## src/core/psme_pkg.sv

```systemverilog
// Constants and types for the status register and exception entry block.
package psme_pkg;
  // Register byte offsets on the bus.
  localparam logic [7:0] OFS_CUR = 8'h00;
  localparam logic [7:0] OFS_SAVED = 8'h04;
  localparam logic [7:0] OFS_EXC = 8'h08;
  localparam logic [7:0] OFS_FADDR = 8'h0c;
  localparam logic [7:0] OFS_SYSCTL = 8'h10;
  localparam logic [7:0] OFS_VECTOR = 8'h14;
  localparam logic [7:0] OFS_SIDE = 8'h18;
  localparam logic [7:0] OFS_RETURN = 8'h1c;
  localparam logic [2:0] BANK_REGION = 3'h2;
  localparam logic [2:0] BANK_SP_IDX = 3'h5;
  localparam logic [2:0] BANK_LR_IDX = 3'h6;
  // Mode field codes.
  localparam logic [4:0] MODE_USR = 5'h10;
  localparam logic [4:0] MODE_FIQ = 5'h11;
  localparam logic [4:0] MODE_IRQ = 5'h12;
  localparam logic [4:0] MODE_SVC = 5'h13;
  localparam logic [4:0] MODE_ABT = 5'h17;
  localparam logic [4:0] MODE_UND = 5'h1b;
  localparam logic [4:0] MODE_SYS = 5'h1f;
  // Saved status bank numbers.
  localparam logic [2:0] BANK_FIQ = 3'h0;
  localparam logic [2:0] BANK_NONE = 3'h7;
  // Status bit positions and field masks.
  localparam int BIT_T = 5;
  localparam int BIT_F = 6;
  localparam int BIT_I = 7;
  localparam int BIT_A = 8;
  localparam int BIT_E = 9;
  localparam logic [31:0] MASK_FREE = 32'hf80f0200;
  localparam logic [31:0] MASK_PRIV = 32'h000001df;
  localparam logic [31:0] MASK_IT = 32'h0600fc00;
  localparam logic [31:0] MASK_IMPL = 32'hfe0fffff;
  localparam logic [31:0] CUR_RESET = 32'h000001d3;
  // System control bits.
  localparam int SYSCTL_EE = 0;
  localparam int SYSCTL_TE = 1;
  // Link offsets and vectors.
  localparam logic [31:0] LINK_NARROW = 32'h00000002;
  localparam logic [31:0] LINK_WIDE = 32'h00000004;
  localparam logic [31:0] LINK_DATA_ABORT = 32'h00000008;
  localparam logic [31:0] VEC_BASE = 32'h00000000;
  localparam logic [31:0] VEC_RESET = 32'h00000000;
  localparam logic [31:0] VEC_UND = 32'h00000004;
  localparam logic [31:0] VEC_SVC = 32'h00000008;
  localparam logic [31:0] VEC_PREFETCH_ABORT = 32'h0000000c;
  localparam logic [31:0] VEC_DATA_ABORT = 32'h00000010;
  localparam logic [31:0] VEC_IRQ = 32'h00000018;
  localparam logic [31:0] VEC_FIQ = 32'h0000001c;
  localparam logic [1:0] RESP_OKAY = 2'h0;
  localparam logic [1:0] RESP_SLVERR = 2'h2;
  typedef enum logic [2:0] {
    EXC_RESET = 3'h0, EXC_UND = 3'h1, EXC_SVC = 3'h2, EXC_PREFETCH_ABORT = 3'h3,
    EXC_DATA_ABORT = 3'h4, EXC_BREAKPOINT_INSTR = 3'h5, EXC_IRQ = 3'h6, EXC_FIQ = 3'h7
  } psme_exc_t;
endpackage

```

## src/core/psme_core.sv

```systemverilog
// Status register, banked registers and exception entry behind an AXI4-Lite slave.
//
// Notes on behaviour
// RQ1 - Compact instruction set runs while the state bit is one.
// RQ2 - A status write never alters the instruction-set state bit.
// RQ3 - Mode codes: user, fast irq, irq, supervisor, abort, undefined, system.
// RQ4 - Fast irq banks r8-r14; other exception modes bank r13, r14 only.
// RQ5 - Privileged write of an illegal mode code selects system mode.
// RQ6 - User mode reads the mode field but its writes are dropped.
// RQ7 - Flags, sticky overflow, SIMD bits and endianness writable in any mode.
// RQ8 - Execution-state bits 26:24, 15:10 and 5 ignore status writes.
// RQ9 - Abort mask, interrupt masks and mode written only when privileged.
// RQ10 - Supervisor call and undefined entry link: address plus 4 or 2.
// RQ11 - Prefetch abort, breakpoint and interrupt entry link: address plus 4.
// RQ12 - Data abort entry link: address plus 8.
// RQ13 - Reset entry leaves the supervisor link register undefined.
// RQ14 - Entry saves current status into the target saved status; a supervisor call saves it with the block state advanced.
// RQ15 - Entry forces the target mode and clears conditional-block bits.
// RQ16 - Entry sets endianness from the exception endianness control bit.
// RQ17 - Entry sets the state bit from the exception state control bit.
// RQ18 - Entry finally redirects fetch to the exception vector.
// RQ19 - Entry sets interrupt masks to keep nesting manageable.
// RQ20 - Return restores state, endianness and mask bits from saved status.
// RQ21 - Reset gives supervisor mode with abort and both interrupt masks set.
// RQ22 - Target mode chosen by exception type.
module psme_core (
  // Clock and reset.
  input wire logic aclk,
  input wire logic aresetn,
  // Write address channel.
  input wire logic [7:0] awaddr,
  input wire logic awvalid,
  output logic awready,
  // Write data channel.
  input wire logic [31:0] wdata,
  input wire logic [3:0] wstrb,
  input wire logic wvalid,
  output logic wready,
  // Write response channel.
  output logic [1:0] bresp,
  output logic bvalid,
  input wire logic bready,
  // Read address channel.
  input wire logic [7:0] araddr,
  input wire logic arvalid,
  output logic arready,
  // Read data channel.
  output logic [31:0] rdata,
  output logic [1:0] rresp,
  output logic rvalid,
  input wire logic rready,
  // Core state.
  output logic [31:0] cur_status_reg,
  output logic compact_isa,
  output logic fetch_redirect,
  output logic [31:0] fetch_vector
);

  ////////////////////////////////////////////////////////////////////////////
  // Storage.

  logic [7:0] aw_addr;
  logic [31:0] w_data;
  logic [3:0] w_strb;
  logic [31:0] faddr;
  logic [1:0] sysctl;
  logic [31:0] usr_hi [7];
  logic [31:0] fiq_hi [7];
  logic [31:0] bk_sp [4];
  logic [31:0] bk_lr [4];
  logic [31:0] saved_status_reg [5];

  ////////////////////////////////////////////////////////////////////////////
  // Decoding functions.

  function automatic logic addr_ok(input logic [7:0] a);
    logic ok;
    ok = 1'b0;
    if (a[1:0] == 2'h0 && a <= psme_pkg::OFS_RETURN) begin
      ok = 1'b1;
    end
    if (a[1:0] == 2'h0 && a[7:5] == psme_pkg::BANK_REGION && a[4:2] != 3'h7) begin
      ok = 1'b1;
    end
    return ok;
  endfunction

  function automatic logic is_bank(input logic [7:0] a);
    return a[1:0] == 2'h0 && a[7:5] == psme_pkg::BANK_REGION && a[4:2] != 3'h7;
  endfunction

  function automatic logic mode_ok(input logic [4:0] m);
    logic ok;
    ok = 1'b0;
    case (m) // RQ3
      psme_pkg::MODE_USR, psme_pkg::MODE_FIQ, psme_pkg::MODE_IRQ,
      psme_pkg::MODE_SVC, psme_pkg::MODE_ABT, psme_pkg::MODE_UND,
      psme_pkg::MODE_SYS: ok = 1'b1;
      default: ok = 1'b0;
    endcase
    return ok;
  endfunction

  function automatic logic [31:0] fix_mode(input logic [31:0] s);
    logic [31:0] r;
    r = s;
    if (!mode_ok(s[4:0])) begin
      r[4:0] = psme_pkg::MODE_SYS; // RQ5
    end
    return r;
  endfunction

  // User and system share the unbanked set, so both map to no bank.
  function automatic logic [2:0] bank_of(input logic [4:0] m);
    logic [2:0] b;
    case (m) // RQ4
      psme_pkg::MODE_FIQ: b = psme_pkg::BANK_FIQ;
      psme_pkg::MODE_IRQ: b = 3'h1;
      psme_pkg::MODE_SVC: b = 3'h2;
      psme_pkg::MODE_ABT: b = 3'h3;
      psme_pkg::MODE_UND: b = 3'h4;
      default: b = psme_pkg::BANK_NONE;
    endcase
    return b;
  endfunction

  function automatic logic [4:0] target_mode(input psme_pkg::psme_exc_t e);
    logic [4:0] m;
    unique case (e) // RQ22
      psme_pkg::EXC_FIQ: m = psme_pkg::MODE_FIQ;
      psme_pkg::EXC_IRQ: m = psme_pkg::MODE_IRQ;
      psme_pkg::EXC_PREFETCH_ABORT, psme_pkg::EXC_DATA_ABORT,
      psme_pkg::EXC_BREAKPOINT_INSTR: m = psme_pkg::MODE_ABT;
      psme_pkg::EXC_UND: m = psme_pkg::MODE_UND;
      psme_pkg::EXC_SVC, psme_pkg::EXC_RESET: m = psme_pkg::MODE_SVC;
    endcase
    return m;
  endfunction

  function automatic logic [31:0] vector_of(input psme_pkg::psme_exc_t e);
    logic [31:0] v;
    unique case (e)
      psme_pkg::EXC_RESET: v = psme_pkg::VEC_RESET;
      psme_pkg::EXC_UND: v = psme_pkg::VEC_UND;
      psme_pkg::EXC_SVC: v = psme_pkg::VEC_SVC;
      psme_pkg::EXC_PREFETCH_ABORT, psme_pkg::EXC_BREAKPOINT_INSTR: v = psme_pkg::VEC_PREFETCH_ABORT;
      psme_pkg::EXC_DATA_ABORT: v = psme_pkg::VEC_DATA_ABORT;
      psme_pkg::EXC_IRQ: v = psme_pkg::VEC_IRQ;
      psme_pkg::EXC_FIQ: v = psme_pkg::VEC_FIQ;
    endcase
    return psme_pkg::VEC_BASE + v;
  endfunction

  function automatic logic [31:0] link_ofs(input psme_pkg::psme_exc_t e, input logic t);
    logic [31:0] o;
    o = psme_pkg::LINK_WIDE; // RQ11
    if (e == psme_pkg::EXC_SVC || e == psme_pkg::EXC_UND) begin
      o = t ? psme_pkg::LINK_NARROW : psme_pkg::LINK_WIDE; // RQ10
    end
    if (e == psme_pkg::EXC_DATA_ABORT) begin
      o = psme_pkg::LINK_DATA_ABORT; // RQ12
    end
    return o;
  endfunction

  // Advancing the block state lets a supervisor call return past itself.
  function automatic logic [31:0] it_advance(input logic [31:0] s);
    logic [7:0] it;
    logic [31:0] r;
    it = {s[15:10], s[26:25]};
    if (it[2:0] == 3'h0) begin
      it = 8'h00;
    end else begin
      it[4:0] = {it[3:0], 1'b0};
    end
    r = s;
    r[15:10] = it[7:2];
    r[26:25] = it[1:0];
    return r;
  endfunction

  function automatic logic [31:0] entry_status(input logic [31:0] s,
      input psme_pkg::psme_exc_t e, input logic [1:0] ctl);
    logic [31:0] r;
    r = s & ~psme_pkg::MASK_IT; // RQ15
    r[4:0] = target_mode(e); // RQ15
    r[psme_pkg::BIT_E] = ctl[psme_pkg::SYSCTL_EE]; // RQ16
    r[psme_pkg::BIT_T] = ctl[psme_pkg::SYSCTL_TE]; // RQ17
    r[psme_pkg::BIT_I] = 1'b1; // RQ19
    if (e == psme_pkg::EXC_FIQ || e == psme_pkg::EXC_RESET) begin
      r[psme_pkg::BIT_F] = 1'b1; // RQ19
    end
    if (e != psme_pkg::EXC_UND && e != psme_pkg::EXC_SVC) begin
      r[psme_pkg::BIT_A] = 1'b1; // RQ19
    end
    return r;
  endfunction

  ////////////////////////////////////////////////////////////////////////////
  // Write decode and next status.

  wire do_write = !awready && !wready && !bvalid;
  wire wr_cur = do_write && aw_addr == psme_pkg::OFS_CUR;
  wire wr_saved = do_write && aw_addr == psme_pkg::OFS_SAVED;
  wire wr_exc = do_write && aw_addr == psme_pkg::OFS_EXC;
  wire wr_faddr = do_write && aw_addr == psme_pkg::OFS_FADDR;
  wire wr_sysctl = do_write && aw_addr == psme_pkg::OFS_SYSCTL;
  wire wr_side = do_write && aw_addr == psme_pkg::OFS_SIDE;
  wire wr_ret = do_write && aw_addr == psme_pkg::OFS_RETURN;
  wire wr_bank = do_write && is_bank(aw_addr);
  wire [2:0] wn = aw_addr[4:2];
  wire [4:0] cur_mode = cur_status_reg[4:0];
  wire cur_priv = cur_mode != psme_pkg::MODE_USR;
  wire [2:0] cb = bank_of(cur_mode);
  wire [1:0] cb_x = 2'(cb - 3'h1);
  wire has_saved = cb != psme_pkg::BANK_NONE;
  wire [31:0] saved_cur = has_saved ? saved_status_reg[cb] : 32'h00000000;
  wire [31:0] byte_mask = {{8{w_strb[3]}}, {8{w_strb[2]}}, {8{w_strb[1]}}, {8{w_strb[0]}}};
  // A status write never reaches the execution-state bits or the state bit.
  wire [31:0] msr_mask = byte_mask & (psme_pkg::MASK_FREE | (cur_priv ? psme_pkg::MASK_PRIV : 32'h0)); // RQ2 RQ8
  wire [31:0] msr_val = fix_mode((cur_status_reg & ~msr_mask) | (w_data & msr_mask)); // RQ6 RQ7 RQ9
  wire [31:0] side_mask = byte_mask & (psme_pkg::MASK_FREE | psme_pkg::MASK_IT);
  wire [31:0] side_val = (cur_status_reg & ~side_mask) | (w_data & side_mask); // RQ7 RQ8
  wire psme_pkg::psme_exc_t exc = psme_pkg::psme_exc_t'(w_data[2:0]);
  wire [2:0] tb = bank_of(target_mode(exc));
  wire [1:0] tb_x = 2'(tb - 3'h1);
  wire [31:0] save_val = (exc == psme_pkg::EXC_SVC) ? it_advance(cur_status_reg) : cur_status_reg; // RQ14
  wire [31:0] entry_val = entry_status(cur_status_reg, exc, sysctl);
  wire [31:0] lr_val = faddr + link_ofs(exc, cur_status_reg[psme_pkg::BIT_T]);
  wire [31:0] ret_val = fix_mode(saved_cur & psme_pkg::MASK_IMPL); // RQ20
  wire [31:0] next_cur = wr_cur ? msr_val :
                         wr_side ? side_val :
                         wr_exc ? entry_val :
                         (wr_ret && has_saved) ? ret_val : cur_status_reg;

  ////////////////////////////////////////////////////////////////////////////
  // Write channel.

  always_ff @(posedge aclk) begin
    if (!aresetn) begin
      awready <= 1'b1;
      wready <= 1'b1;
    end else begin
      if (awvalid && awready) begin
        awready <= 1'b0;
      end else if (bvalid && bready) begin
        awready <= 1'b1;
      end
      if (wvalid && wready) begin
        wready <= 1'b0;
      end else if (bvalid && bready) begin
        wready <= 1'b1;
      end
    end
  end

  always_ff @(posedge aclk) begin
    if (awvalid && awready) begin
      aw_addr <= awaddr;
    end
    if (wvalid && wready) begin
      w_data <= wdata;
      w_strb <= wstrb;
    end
  end

  always_ff @(posedge aclk) begin
    if (!aresetn) begin
      bvalid <= 1'b0;
      bresp <= psme_pkg::RESP_OKAY;
    end else if (do_write) begin
      bvalid <= 1'b1;
      bresp <= addr_ok(aw_addr) ? psme_pkg::RESP_OKAY : psme_pkg::RESP_SLVERR;
    end else if (bready) begin
      bvalid <= 1'b0;
    end
  end

  ////////////////////////////////////////////////////////////////////////////
  // Status, control and fetch redirect.

  always_ff @(posedge aclk) begin
    if (!aresetn) begin
      cur_status_reg <= psme_pkg::CUR_RESET; // RQ21
      compact_isa <= 1'b0;
      faddr <= 32'h00000000;
      sysctl <= 2'h0;
      fetch_redirect <= 1'b0;
      fetch_vector <= psme_pkg::VEC_BASE;
    end else begin
      cur_status_reg <= next_cur;
      compact_isa <= next_cur[psme_pkg::BIT_T]; // RQ1
      fetch_redirect <= wr_exc; // RQ18
      if (wr_exc) begin
        fetch_vector <= vector_of(exc); // RQ18
      end
      if (wr_faddr) begin
        faddr <= w_data;
      end
      if (wr_sysctl) begin
        sysctl <= w_data[1:0];
      end
    end
  end

  // Banked registers hold data only, so they carry no reset.
  always_ff @(posedge aclk) begin
    if (wr_saved && has_saved) begin
      saved_status_reg[cb] <= w_data & psme_pkg::MASK_IMPL;
    end
    if (wr_exc) begin
      saved_status_reg[tb] <= save_val; // RQ14
    end
    if (wr_exc && exc != psme_pkg::EXC_RESET) begin // RQ13
      if (tb == psme_pkg::BANK_FIQ) begin
        fiq_hi[psme_pkg::BANK_LR_IDX] <= lr_val; // RQ10 RQ11 RQ12
      end else begin
        bk_lr[tb_x] <= lr_val; // RQ10 RQ11 RQ12
      end
    end
    if (wr_bank) begin
      if (cb == psme_pkg::BANK_FIQ) begin
        fiq_hi[wn] <= w_data; // RQ4
      end else if (has_saved && wn == psme_pkg::BANK_SP_IDX) begin
        bk_sp[cb_x] <= w_data; // RQ4
      end else if (has_saved && wn == psme_pkg::BANK_LR_IDX) begin
        bk_lr[cb_x] <= w_data; // RQ4
      end else begin
        usr_hi[wn] <= w_data; // RQ4
      end
    end
  end

  ////////////////////////////////////////////////////////////////////////////
  // Read channel.

  // The banked arrays are read here, not in a function, so the read value follows every array update.
  wire [31:0] bank_word = (cb == psme_pkg::BANK_FIQ) ? fiq_hi[araddr[4:2]] : // RQ4
                          (has_saved && araddr[4:2] == psme_pkg::BANK_SP_IDX) ? bk_sp[cb_x] :
                          (has_saved && araddr[4:2] == psme_pkg::BANK_LR_IDX) ? bk_lr[cb_x] :
                          usr_hi[araddr[4:2]];
  wire [31:0] rd_value = !addr_ok(araddr) ? 32'h00000000 :
                         is_bank(araddr) ? bank_word :
                         araddr == psme_pkg::OFS_CUR ? cur_status_reg : // RQ6
                         araddr == psme_pkg::OFS_SAVED ? saved_cur :
                         araddr == psme_pkg::OFS_FADDR ? faddr :
                         araddr == psme_pkg::OFS_SYSCTL ? {30'h00000000, sysctl} :
                         araddr == psme_pkg::OFS_VECTOR ? fetch_vector : 32'h00000000;

  always_ff @(posedge aclk) begin
    if (!aresetn) begin
      arready <= 1'b1;
      rvalid <= 1'b0;
      rdata <= 32'h00000000;
      rresp <= psme_pkg::RESP_OKAY;
    end else if (arvalid && arready) begin
      arready <= 1'b0;
      rvalid <= 1'b1;
      rdata <= rd_value;
      rresp <= addr_ok(araddr) ? psme_pkg::RESP_OKAY : psme_pkg::RESP_SLVERR;
    end else if (rvalid && rready) begin
      arready <= 1'b1;
      rvalid <= 1'b0;
    end
  end

  ////////////////////////////////////////////////////////////////////////////
  // Checks.

  chk_state_bit_kept: assert property (@(posedge aclk) disable iff (!aresetn) // RQ2
    wr_cur |=> cur_status_reg[5] == $past(cur_status_reg[5]) && compact_isa == cur_status_reg[5])
    else $error("status write changed the state bit");

  chk_exec_bits_kept: assert property (@(posedge aclk) disable iff (!aresetn) // RQ8
    wr_cur |=> cur_status_reg[26:24] == $past(cur_status_reg[26:24])
      && cur_status_reg[15:10] == $past(cur_status_reg[15:10]))
    else $error("status write changed execution-state bits");

  chk_user_priv_kept: assert property (@(posedge aclk) disable iff (!aresetn) // RQ9
    wr_cur && !cur_priv |=> cur_status_reg[8:6] == $past(cur_status_reg[8:6])
      && cur_mode == psme_pkg::MODE_USR)
    else $error("user status write changed masks or mode");

  chk_illegal_to_sys: assert property (@(posedge aclk) disable iff (!aresetn) // RQ5
    wr_cur && cur_priv && w_strb[0] && !mode_ok(w_data[4:0]) |=> cur_mode == psme_pkg::MODE_SYS)
    else $error("illegal mode code did not select system mode");

  chk_free_flags: assert property (@(posedge aclk) disable iff (!aresetn) // RQ7
    wr_cur && w_strb[3] |=> cur_status_reg[31:27] == $past(w_data[31:27]))
    else $error("flag write not taken");

  chk_entry_mode: assert property (@(posedge aclk) disable iff (!aresetn) // RQ15
    wr_exc |=> cur_mode == $past(target_mode(exc)) && (cur_status_reg & psme_pkg::MASK_IT) == 32'h0)
    else $error("entry mode or block state wrong");

  chk_entry_ctl: assert property (@(posedge aclk) disable iff (!aresetn) // RQ16
    wr_exc |=> cur_status_reg[9] == $past(sysctl[0]) && cur_status_reg[5] == $past(sysctl[1])
      && cur_status_reg[7])
    else $error("entry endianness, state or mask wrong");

  chk_entry_vector: assert property (@(posedge aclk) disable iff (!aresetn) // RQ18
    wr_exc |=> fetch_redirect && fetch_vector == $past(vector_of(exc)) ##1 !fetch_redirect)
    else $error("fetch redirect wrong");

  chk_entry_save: assert property (@(posedge aclk) disable iff (!aresetn) // RQ14
    wr_exc |=> saved_status_reg[$past(tb)] == $past(save_val))
    else $error("status not saved on entry");

  chk_svc_link: assert property (@(posedge aclk) disable iff (!aresetn) // RQ10
    wr_exc && exc == psme_pkg::EXC_SVC |=>
      bk_lr[1] == $past(faddr) + ($past(cur_status_reg[5]) ? 32'h2 : 32'h4))
    else $error("supervisor link value wrong");

  chk_data_abort_link: assert property (@(posedge aclk) disable iff (!aresetn) // RQ12
    wr_exc && exc == psme_pkg::EXC_DATA_ABORT |=> bk_lr[2] == $past(faddr) + 32'h8)
    else $error("data abort link value wrong");

  chk_return_restore: assert property (@(posedge aclk) disable iff (!aresetn) // RQ20
    wr_ret && has_saved |=> cur_status_reg[9:5] == $past(saved_cur[9:5]))
    else $error("return did not restore state bits");

  chk_reset_state: assert property (@(posedge aclk) // RQ21
    !aresetn |=> cur_mode == psme_pkg::MODE_SVC && cur_status_reg[8:6] == 3'h7)
    else $error("reset status wrong");

endmodule

```

## config.mk

```make
export PLATFORM = sky130hd
export DESIGN_NAME = psme_core
export DESIGN_NICKNAME = d
export VERILOG_FILES = /design/src/core/psme_pkg.sv /design/src/core/psme_core.sv
export SDC_FILE = /design/constraint.sdc
export NUM_CORES = 1
export LEC_CHECK = 0
export BUFFER_PORTS_ARGS = -buffer_cell sky130_fd_sc_hd__buf_2
export CORE_MARGIN = 4
export CORE_UTILIZATION = 50
export DETAILED_ROUTE_END_ITERATION = 7
export GPL_TIMING_DRIVEN = 0
export PLACE_DENSITY = 0.67
export SYNTH_ARGS = -nofsm -noshare
export SYNTH_HDL_FRONTEND = slang
export SYNTH_SLANG_ARGS = --single-unit
```

## constraint.sdc

```tcl
create_clock -name aclk -period 17.4 [get_ports aclk]
set_input_delay 1.74 -clock aclk [delete_from_list [all_inputs] [get_ports aclk]]
set_output_delay 1.74 -clock aclk [all_outputs]
set_load 0.03 [all_outputs]
```

Word level (Yosys, flattened, before mapping)
Memory sizes are Yosys's and may differ from the RTL's. A register that Yosys moved wholly into a read port is not among the register bits. Index checks and enable logic that the tools add are counted.

Register bits: 184. Bits in latches: 0. Bits in writable memories: 864. Bits in read-only memories: 88. Bits of input ports: 59. Output and inout bits: 107. Word-level logic and storage cells: 240. Memories kept: 8.

Add/subtract/negate cells: 3. Multipliers: 0. Div/mod/pow operators: 0. Order comparisons: 2. Equality and inequality tests: 53. Shift operators: 0. Multiplexer cells: 87. Bitwise gates (word level): 9. Reductions and logical operators: 58.

Memory list: fiq_hi (words 7, bits a word 32, read ports 1, clocked after Yosys merged registers in 0, write ports 1, RTL line psme_core.sv:68) `logic [31:0] fiq_hi [7];`; usr_hi (words 7, bits a word 32, read ports 1, clocked after Yosys merged registers in 0, write ports 1, RTL line psme_core.sv:67) `logic [31:0] usr_hi [7];`; saved_status_reg (words 5, bits a word 32, read ports 1, clocked after Yosys merged registers in 0, write ports 1, RTL line psme_core.sv:71) `logic [31:0] saved_status_reg [5];`; bk_lr (words 4, bits a word 32, read ports 1, clocked after Yosys merged registers in 0, write ports 1, RTL line psme_core.sv:70) `logic [31:0] bk_lr [4];`; bk_sp (words 4, bits a word 32, read ports 1, clocked after Yosys merged registers in 0, write ports 1, RTL line psme_core.sv:69) `logic [31:0] bk_sp [4];`; (name not given) (words 8, bits a word 4, read ports 1, clocked after Yosys merged registers in 1, write ports 0, RTL line psme_core.sv:129) `unique case (e)`; +2 memories.

Operator list (count): 2-to-1 mux 32 bit (19); bitwise AND 32 bit (5); equality test 5 bit, second input constant (24); OR reduction 32 bit (3); NOT 32 bit (2); bitwise OR 32 bit (2); 2-to-1 mux 1 bit (51); equality test 8 x 5 -> 1 bit, second input constant (5); adder 32 bit (1); one-hot mux 3 bit (5 select lines) (2); logical AND 1 bit (29); 2-to-1 mux 27 bit (1); equality test 8 x 4 -> 1 bit, second input constant (3); 2-to-1 mux 3 bit (7); equality test 3 bit, second input constant (6); equality test 8 x 3 -> 1 bit, second input constant (2); less-or-equal comparator 8 x 5 -> 1 bit, second input constant (2); logical NOT 8 bit (2); 2-to-1 mux 5 bit (3); OR reduction 7 bit (2); logical NOT 3 bit (4); equality test 3 x 2 -> 1 bit, second input constant (3); 2-to-1 mux 9 bit (1); != test 3 bit, second input constant (3); 14 further kinds (30).

Depth between registers and ports, before layout
Gate-level depths: netlist of run 1.

Depth in word-level cells: 12. Mapped depth: 16. Mapped depth without buffers: 13.

Worst setup path after synthesis of run 1
OpenSTA, ideal clock, no wires.

Path type: register -> register. Start: register cur_status_reg[3]. End: memory bk_sp[2][0] (enable). Setup time: 0.501 ns. Arrival time: 5.389 ns. Required time: 16.899 ns. Setup slack: 11.510 ns. Cell stages (with the launch flop): 11. Clock period less this slack: 5.890 ns. Cell sequence: dfxtp_1 buf_2 nand2b_1 nand2_4 buf_2 buf_4 ha_1 inv_1 clkbuf_1 clkbuf_1 nor4_1.

Longest elaborated chain between the ends: 8. Elaborated cells between the ends (all ways): 14.

RTL lines: start, declared (RTL line psme_core.sv:53) `output logic [31:0] cur_status_reg,`; start signal, assigned (RTL line psme_core.sv:284) `cur_status_reg <= psme_pkg::CUR_RESET;`; start signal, assigned (RTL line psme_core.sv:291) `cur_status_reg <= next_cur;`; equality test 5 bit (RTL line psme_core.sv:116) `case (m)`; one-hot mux 3 bit (5 select lines) (*) (RTL line psme_core.sv:116); != test 3 bit (RTL line psme_core.sv:216) `wire has_saved = cb != psme_pkg::BANK_NONE;`; logical AND 1 bit (RTL line psme_core.sv:324) `end else if (has_saved && wn == psme_pkg::BANK_SP_IDX) begin`; 2-to-1 mux 1 bit (RTL line psme_core.sv:324); 2-to-1 mux 1 bit (RTL line psme_core.sv:322) `if (cb == psme_pkg::BANK_FIQ) begin`; 2-to-1 mux 1 bit (RTL line psme_core.sv:321) `if (wr_bank) begin`; 2-to-1 mux 1 bit (not written as such) (RTL line psme_core.sv:325) `bk_sp[cb_x] <= w_data;`; end, declared (RTL line psme_core.sv:69).

Mark *: on every way between the ends. The rest lies on a longest branch, timed or not.

Final worst setup path of run 1
Start: register w_data[0]. End: memory fiq_hi[3][31], data pin.

Longest elaborated chain between the ends: 6. Elaborated cells between the ends (all ways): 8.

RTL lines: start, declared (RTL line psme_core.sv:63) `logic [31:0] w_data;`; start signal, assigned (RTL line psme_core.sv:262) `w_data <= wdata;`; equality test 3 x 2 -> 1 bit / equality test 3 x 1 -> 1 bit (equally long branches) (RTL line psme_core.sv:157) `if (e == psme_pkg::EXC_SVC || e == psme_pkg::EXC_UND) begin`; logical OR 1 bit (RTL line psme_core.sv:157); 2-to-1 mux 3 bit (RTL line psme_core.sv:157); 2-to-1 mux 32 bit (*) (RTL line psme_core.sv:160) `if (e == psme_pkg::EXC_DATA_ABORT) begin`; adder 32 bit (*) (RTL line psme_core.sv:229) `wire [31:0] lr_val = faddr + link_ofs(exc, cur_status_reg[psme_pkg::BIT_T]);`; 2-to-1 mux 32 bit (no line) (*); end, declared (RTL line psme_core.sv:68).

Marks and branches as above.

==> results of run 1 <==
## final timing paths
| path | from | end | slack, ps | cells after the start |
|---|---|---|---|---|
| worst max-delay path | w_data[0] | fiq_hi[3][31] | 11910 | 11 |
| worst min-delay path | rvalid | rvalid | 500 | 2 |
| worst max register to register | w_data[0] | fiq_hi[3][31] | 11910 | 11 |
| worst min register to register | rvalid | rvalid | 500 | 2 |
## worst register-to-register path, stage by stage, from the launching register on
cell	delay, ps
edfxtp_1	950
clkbuf_1	740
nor3b_1	190
or2_2	360
fa_1	430
nor2b_1	560
o21bai_1	190
nor2_1	470
and3_1	290
nand4_1	160
xor2_1	250
a21oi_1	610
## cells in the mapped netlist (18+ instances only)
master / number
o21ai_0: 155
and2_1: 20
nand3_1: 33
o211ai_1: 31
a21oi_1: 211
clkbuf_1: 114
nor3_1: 39
a31oi_1: 38
a22oi_1: 25
and3_1: 18
dfxtp_1: 108
mux2_2: 25
xor2_1: 20
mux4_2: 116
nand2_1: 337
o22ai_1: 18
a211oi_1: 38
buf_2: 40
buf_4: 62
a221oi_1: 18
nand2b_1: 19
nor2_1: 237
mux2i_1: 98
a221o_1: 18
edfxtp_1: 888
## layout make-up
class	count	area, um^2	area share (%)
clock inverters	65	618	1.29
diodes	1	2.50	0.00521
repair buffers	163	1250	2.60
multi-input cells	1743	12100	25.2
well taps	1070	1340	2.79
clock buffers	122	2630	5.48
plain buffers	229	1170	2.45
inverters	17	65.1	0.136
flip-flops and latches	996	28800	60.1
## power breakdown
group | switching, uW | internal [uW]
Combinational | 155 | 58.9
Sequential | 49.0 | 2600
Clock | 939 | 1210
Total | 1140 | 3870
## through the flow
stage | util, % | power [uW] | cell area, um^2
after floorplan | - | 2780 | 42000
after global placement | 53.2 | 2900 | 43900
after detailed placement | 54.2 | 2900 | 44700
after CTS | 58.2 | 5020 | 48000
after global routing | 58.2 | 5140 | 48000
final | 58.2 | 5020 | 48000
## per-layer routing
metal | global-route usage [%] | routed length, um | vias to the layer above
met5 | 0 | 18 | -
met2 | 52.5 | 69000 | 2069
met1 | 48.8 | 60600 | 14962
met3 | 8.73 | 18800 | 413
li1 | - | - | 11865
met4 | 17.3 | 10100 | 4
## kinds of logic after synthesis
family | after synthesis | share of synthesized area, %
other cells | 1 | 0.00897
compound gates | 640 | 9.53
flops | 996 | 68.9
xor+xnor | 31 | 0.649
simple gates | 780 | 8.27
buf+inv | 246 | 2.96
fa+ha+maj | 11 | 0.341
mux | 240 | 9.30
==> flow_metrics.tcl, run 1 <==
set metrics [dict create \
    status "finished with violations" \
    violations "max-capacitance violations" \
    crit_slowest_cell "edfxtp_1" \
    slew_headroom_pct 1.18 \
    num_vias 29313 \
    ys_types 83 \
    worstPathArrival_ps 5870 \
    critPathKind "flip-flop to flip-flop" \
    first_pass_iters 6 \
    critPathBufInv 1 \
    final_cell_mix "888 x edfxtp_1, 337 x nand2_1, 219 x nor2_1, 211 x a21oi_1, 165 x buf_2" \
    drt_wl_total_mm 159 \
    clock_latency_ps 690 \
    crit_chain "clkbuf_1 -> nor3b_1 -> or2_2 -> fa_1 -> nor2b_1 -> o21bai_1 -> nor2_1 -> and3_1 -> nand4_1 -> xor2_1 -> a21oi_1" \
    postCtsSetupBuffers 0 \
    io_pins 166 \
    start_kind "flip-flop" \
    dieArea_mm2 0.0883 \
    layout.cells.most_common "edfxtp_1" \
    worst-path-max-fanout 17 \
    die_height_um 297 \
    cts_max_path_buffers 3 \
    hp-class "flip-flop to flip-flop" \
    clock_sinks 996 \
    yosysWarnings 0 \
    drc_errors 0 \
    grt_pass1_vias 27917 \
    finalCriticalPeriod_ps 5490 \
    worst_slack_ps 11910 \
    dp.cells 4218 \
    period_share_pct 31.6 \
    die_x_um 297 \
    p_leak_uw 0.0163 \
    synth_edf_count 888 \
    synth_top_area_cell "edfxtp_1" \
    gp_congestion 1.08 \
    crit_path_end_kind "flip-flop" \
    htreeDepth 3 \
    setup_viol 0 \
    rsz0062_at_grt "false" \
    drive_gt1_share_pct 18.1 \
    vias_per_cell 6.65 \
    cts_tree "built" \
    nNetsFinal 3319 \
    grt_usage_pct 35.2 \
    grt_overflow 0 \
    max_stage_delay_ps 950 \
    cts_hold_buf 0 \
    synthArstFlopShare_pct 0 \
    power_density_mw_per_mm2 105 \
    wire_per_inst_um 36.0 \
    grt_pass1_wl_mm 218 \
    dpl.hpwl_mm 116 \
    cp_top_family "simple AND/OR/NAND/NOR gates" \
    io_buffers 125 \
    synth.ff_latch_count 996 \
    clock-root-buffer "clkbuf_16" \
    syn2layout_area_growth_pct 14.8 \
    syn_area_mm2 0.0418 \
    yosysSeqAreaShare_pct 68.9 \
    cts_inserted_buffers 100 \
    antenna_found_initial 8 \
    fin_cells 4406 \
    synth_area_leaders "edfxtp_1 64%, mux4_2 6.2%, dfxtp_1 5.2%" \
    synth_ff_type "edfxtp_1" \
    worst_pin_slew_ps 1470 \
    syn_avg_cell_area_um2 14.2 \
    start_util_pct 50.7 \
    synth_top_area_share_pct 63.8 \
    hold_violations 0 \
    hold-worst-slack_ps 499 \
    fillCellCount 6533 \
    clk_pin_slew_ps 60 \
    syn-instance-count 2945 \
    dpl_worst_slack_ps 11530 \
    detail_route.iter0.violations 4696 \
    skew_ps 35.1 \
    maxSlewViolCount 0 \
    worstPathRequired_ps 17770 \
    clock.fmax_mhz 182 \
    coreArea_mm2 0.0825 \
    ir_drop_uv 101 \
    post_cts_resized 0 \
    fin_tns_setup_ps 0 \
    ant_nets 0 \
    drv_cap 1 \
    grt_max_degree 33 \
    rows 105 \
]
No activity file was read; power rests on OpenSTA's default activity.
==> inputs of run 2 (changes only) <==
--- a/config.mk
+++ b/config.mk
@@ -5,6 +5,7 @@
 export SDC_FILE = /design/constraint.sdc
 export NUM_CORES = 1
 export LEC_CHECK = 0
+export ABC_AREA = 1
 export BUFFER_PORTS_ARGS = -buffer_cell sky130_fd_sc_hd__buf_2
 export CORE_MARGIN = 4
 export CORE_UTILIZATION = 50
==> constraint.sdc (replaced) <==
create_clock -name aclk -period 5.5 [get_ports aclk]
set_input_delay 0.55 -clock aclk [delete_from_list [all_inputs] [get_ports aclk]]
set_output_delay 0.55 -clock aclk [all_outputs]
set_load 0.03 [all_outputs]
==> run 2 against run 1 <==
  * Clock skew down 5.4 ps
  * Flip-flop and latch count unchanged
  * Maximum frequency up 8.1%
  * The flow now finishes without violations
  * Critical endpoint is now bk_lr[2][30]
  * Non-clock buffer count up 46
  * Design area up 3.3%
  * Routed wire length down 3.0%
==> flow_metrics.tcl, run 2 <==
set metrics [dict create \
    synth_top_area_share_pct 61.7 \
    first_pass_iters 7 \
    drt_wl_total_mm 154 \
    grt_usage_pct 33.1 \
    critPathBufInv 6 \
    antenna_found_initial 4 \
    worst_pin_slew_ps 1460 \
    maxSlewViolCount 0 \
    postCtsSetupBuffers 0 \
    rr_endpoint "bk_lr[2][30]" \
    syn2layout_area_growth_pct 14.8 \
    grt_overflow 0 \
    clock_latency_ps 690 \
    rsz0062_at_grt "false" \
    cts_max_path_buffers 3 \
    detail_route.iter0.violations 4794 \
    holdPathStages 1 \
    ys_types 54 \
    clock-root-buffer "clkbuf_16" \
    cts_hold_buf 0 \
    dieArea_mm2 0.0912 \
    synthTopCellsByCount "888 x edfxtp_1, 877 x nand2_1, 445 x nand3_1" \
    hp-class "input port to flip-flop" \
    clock.fmax_mhz 197 \
    nNetsFinal 4427 \
    multi_input_area_mm2 0.0121 \
    io_buffers 127 \
    max_stage_delay_ps 710 \
    synthAdderAreaFrac_pct 0.307 \
    worstPathArrival_ps 5480 \
    synth.ff_latch_count 996 \
    hold_violations 0 \
    syn_area_mm2 0.0432 \
    crit_top_cell "clkbuf_1" \
    io_pins 166 \
    synth_top_area_cell "edfxtp_1" \
    die_x_um 302 \
    cts_inserted_buffers 102 \
    start_kind "flip-flop" \
    gp_congestion 1.06 \
    synthMuxAreaShare_pct 0 \
    hold-worst-slack_ps 32.0 \
    crit_end "bk_lr[2][30]" \
    drv_cap 0 \
    final_cell_mix "888 x edfxtp_1, 877 x nand2_1, 445 x nand3_1, 329 x o21ai_0, 311 x inv_1" \
    coreArea_mm2 0.0854 \
    rows 107 \
    dpl.hpwl_mm 112 \
    yosysWarnings 0 \
    ir_drop_uv 276 \
    crit_slowest_cell "clkbuf_1" \
    regArea_mm2 0.0288 \
    slew_headroom_pct 1.58 \
    r2r_slack_ps 420 \
    synth_most_common_cell "edfxtp_1" \
    crit_path_start "cur_status_reg[0]" \
    grt_max_degree 30 \
    drive_gt1_share_pct 11.9 \
    htreeDepth 3 \
    synthArstFlopShare_pct 0 \
    cts_tree "built" \
    p_leak_uw 0.0182 \
    drc_errors 0 \
    period_share_pct 92.4 \
    yosysSeqAreaShare_pct 66.7 \
    setup_viol 0 \
    synth_ff_type "edfxtp_1" \
    wire_per_inst_um 27.5 \
    status "completed" \
    cp_num_cells 13 \
    worst-path-max-fanout 18 \
    synth_area_leaders "edfxtp_1 62%, nand2_1 7.6%, nand3_1 5.2%" \
    num_vias 33350 \
    synth_top_family_by_area "simple AND/OR/NAND/NOR gates" \
    clock_sinks 996 \
    crit_chain "inv_1 -> nor2_4 -> nand3_4 -> nand4_2 -> nand2_1 -> clkbuf_1 -> ha_1 -> inv_1 -> clkbuf_1 -> clkbuf_1 -> o21ai_1 -> nor2_4 -> buf_16" \
    fillCellCount 7227 \
    yosys.area_share.simple_pct 17.1 \
    synth_edf_count 888 \
    grt_pass1_vias 30938 \
    synth-compound-area-share_pct 9.17 \
    skew_ps 29.7 \
    finalCriticalPeriod_ps 5080 \
    postPlaceCellArea_mm2 0.0463 \
    power_density_mw_per_mm2 321 \
    crit_path_end_kind "flip-flop" \
    start_util_pct 50.6 \
    ant_nets 0 \
    clk_pin_slew_ps 60 \
    r2r_start "cur_status_reg[0]" \
    layout.cells.most_common "edfxtp_1" \
    vias_per_cell 5.97 \
    r2r_cells 13 \
    worstPathRequired_ps 5900 \
    synthXorXnorAreaFrac_pct 0.527 \
    die_height_um 302 \
    fin_area_mm2 0.0496 \
    post_cts_resized 0 \
    grt_pass1_wl_mm 215 \
    syn_avg_cell_area_um2 10.7 \
    critPathKind "flip-flop to flip-flop" \
    cp_top_family "buffers and inverters" \
    fin_util_pct 58.1 \
    syn-instance-count 4055 \
]
-- run 2: changes by cell type in the layout (fill, tap and decap cells not counted), sizes merged, moves of 35 or more --
| cell | before | now |
|---|---|---|
| mux4 | 116 | 0 |
| o21ai | 158 | 364 |
| a21oi | 214 | 127 |
| inv | 18 | 331 |
| o221ai | 6 | 41 |
| mux2i | 98 | 0 |
| buf | 278 | 318 |
| nor2 | 241 | 278 |
| a211oi | 39 | 3 |
| o22ai | 18 | 105 |
| nand2 | 339 | 886 |
| nand3 | 33 | 448 |
-- run 2: worst reg2reg max path: cells and delay by family, from the launching register on --
kind,cells,cell delay [ps]
adder cells (fa/ha/maj),1,400
AND/OR/NAND/NOR,5,1250
buffers and inverters,6,2420
flip-flops,1,380
AO/OA/AOI/OAI,1,340
-- run 2: area by class of cell --
| type | count | share of cell area, % |
|---|---|---|
| diodes | 2 | 0.0101 |
| plain buffers | 279 | 2.88 |
| clock buffers | 124 | 5.40 |
| clock inverters | 65 | 1.24 |
| inverters | 327 | 2.48 |
| multi-input cells | 2493 | 24.4 |
| flip-flops and latches | 996 | 58.1 |
| well taps | 1144 | 2.89 |
| repair buffers | 159 | 2.62 |
-- run 2: cells by family (layout without fill, tap and decap cells) --
| group | count (synthesis) | in the layout |
|---|---|---|
| AOI/OAI and AO/OA | 704 | 704 |
| xor gates and xnor gates | 26 | 26 |
| adders and majority gates | 10 | 10 |
| buffers and inverters | 606 | 954 |
| DFF | 996 | 996 |
| other | 1 | 43 |
| and+or+nand+nor | 1712 | 1712 |
-- run 2: metal layers --
layer,wire (um),track usage [%]
met4,8400,15.6
met2,68100,50.6
met5,0,0
met3,16800,6.62
met1,60500,46.0
-- run 2: worst min path at each step --
| stage | startpoint | end | slack [ps] |
|---|---|---|---|
| 2_1_floorplan | cur_status_reg[16] | cur_status_reg[16] | 460 |
| 3_3_place_gp | rdata[1] | rdata[1] | 450 |
| 3_5_place_dp | rdata[23] | rdata[23] | 460 |
| 4_1_cts | awaddr[1] | aw_addr[1] | 7 |
| 5_1_grt | awaddr[7] | aw_addr[7] | 20 |
| 6_report | wstrb[1] | w_strb[1] | 30 |
-- run 2: where the power goes --
group          switching [uW]  internal (uW)
Sequential                129           8230
Clock                    2980           3940
Combinational             498            149
Total                    3600          12300
-- run 2: stage by stage --
| stage | TNS [ps] | total power (uW) | cells | worst slack (ps) |
|---|---|---|---|---|
| 5_1_grt | 0 | 16300 | 5588 | 203 |
| 2_1_floorplan | 0 | 8770 | 4095 | 1180 |
| 3_3_place_gp | -642440 | 9110 | 5366 | -1170 |
| 6_report | 0 | 15900 | 5589 | 417 |
| 4_1_cts | 0 | 15900 | 5585 | 464 |
| 3_5_place_dp | 0 | 9130 | 5396 | 489 |
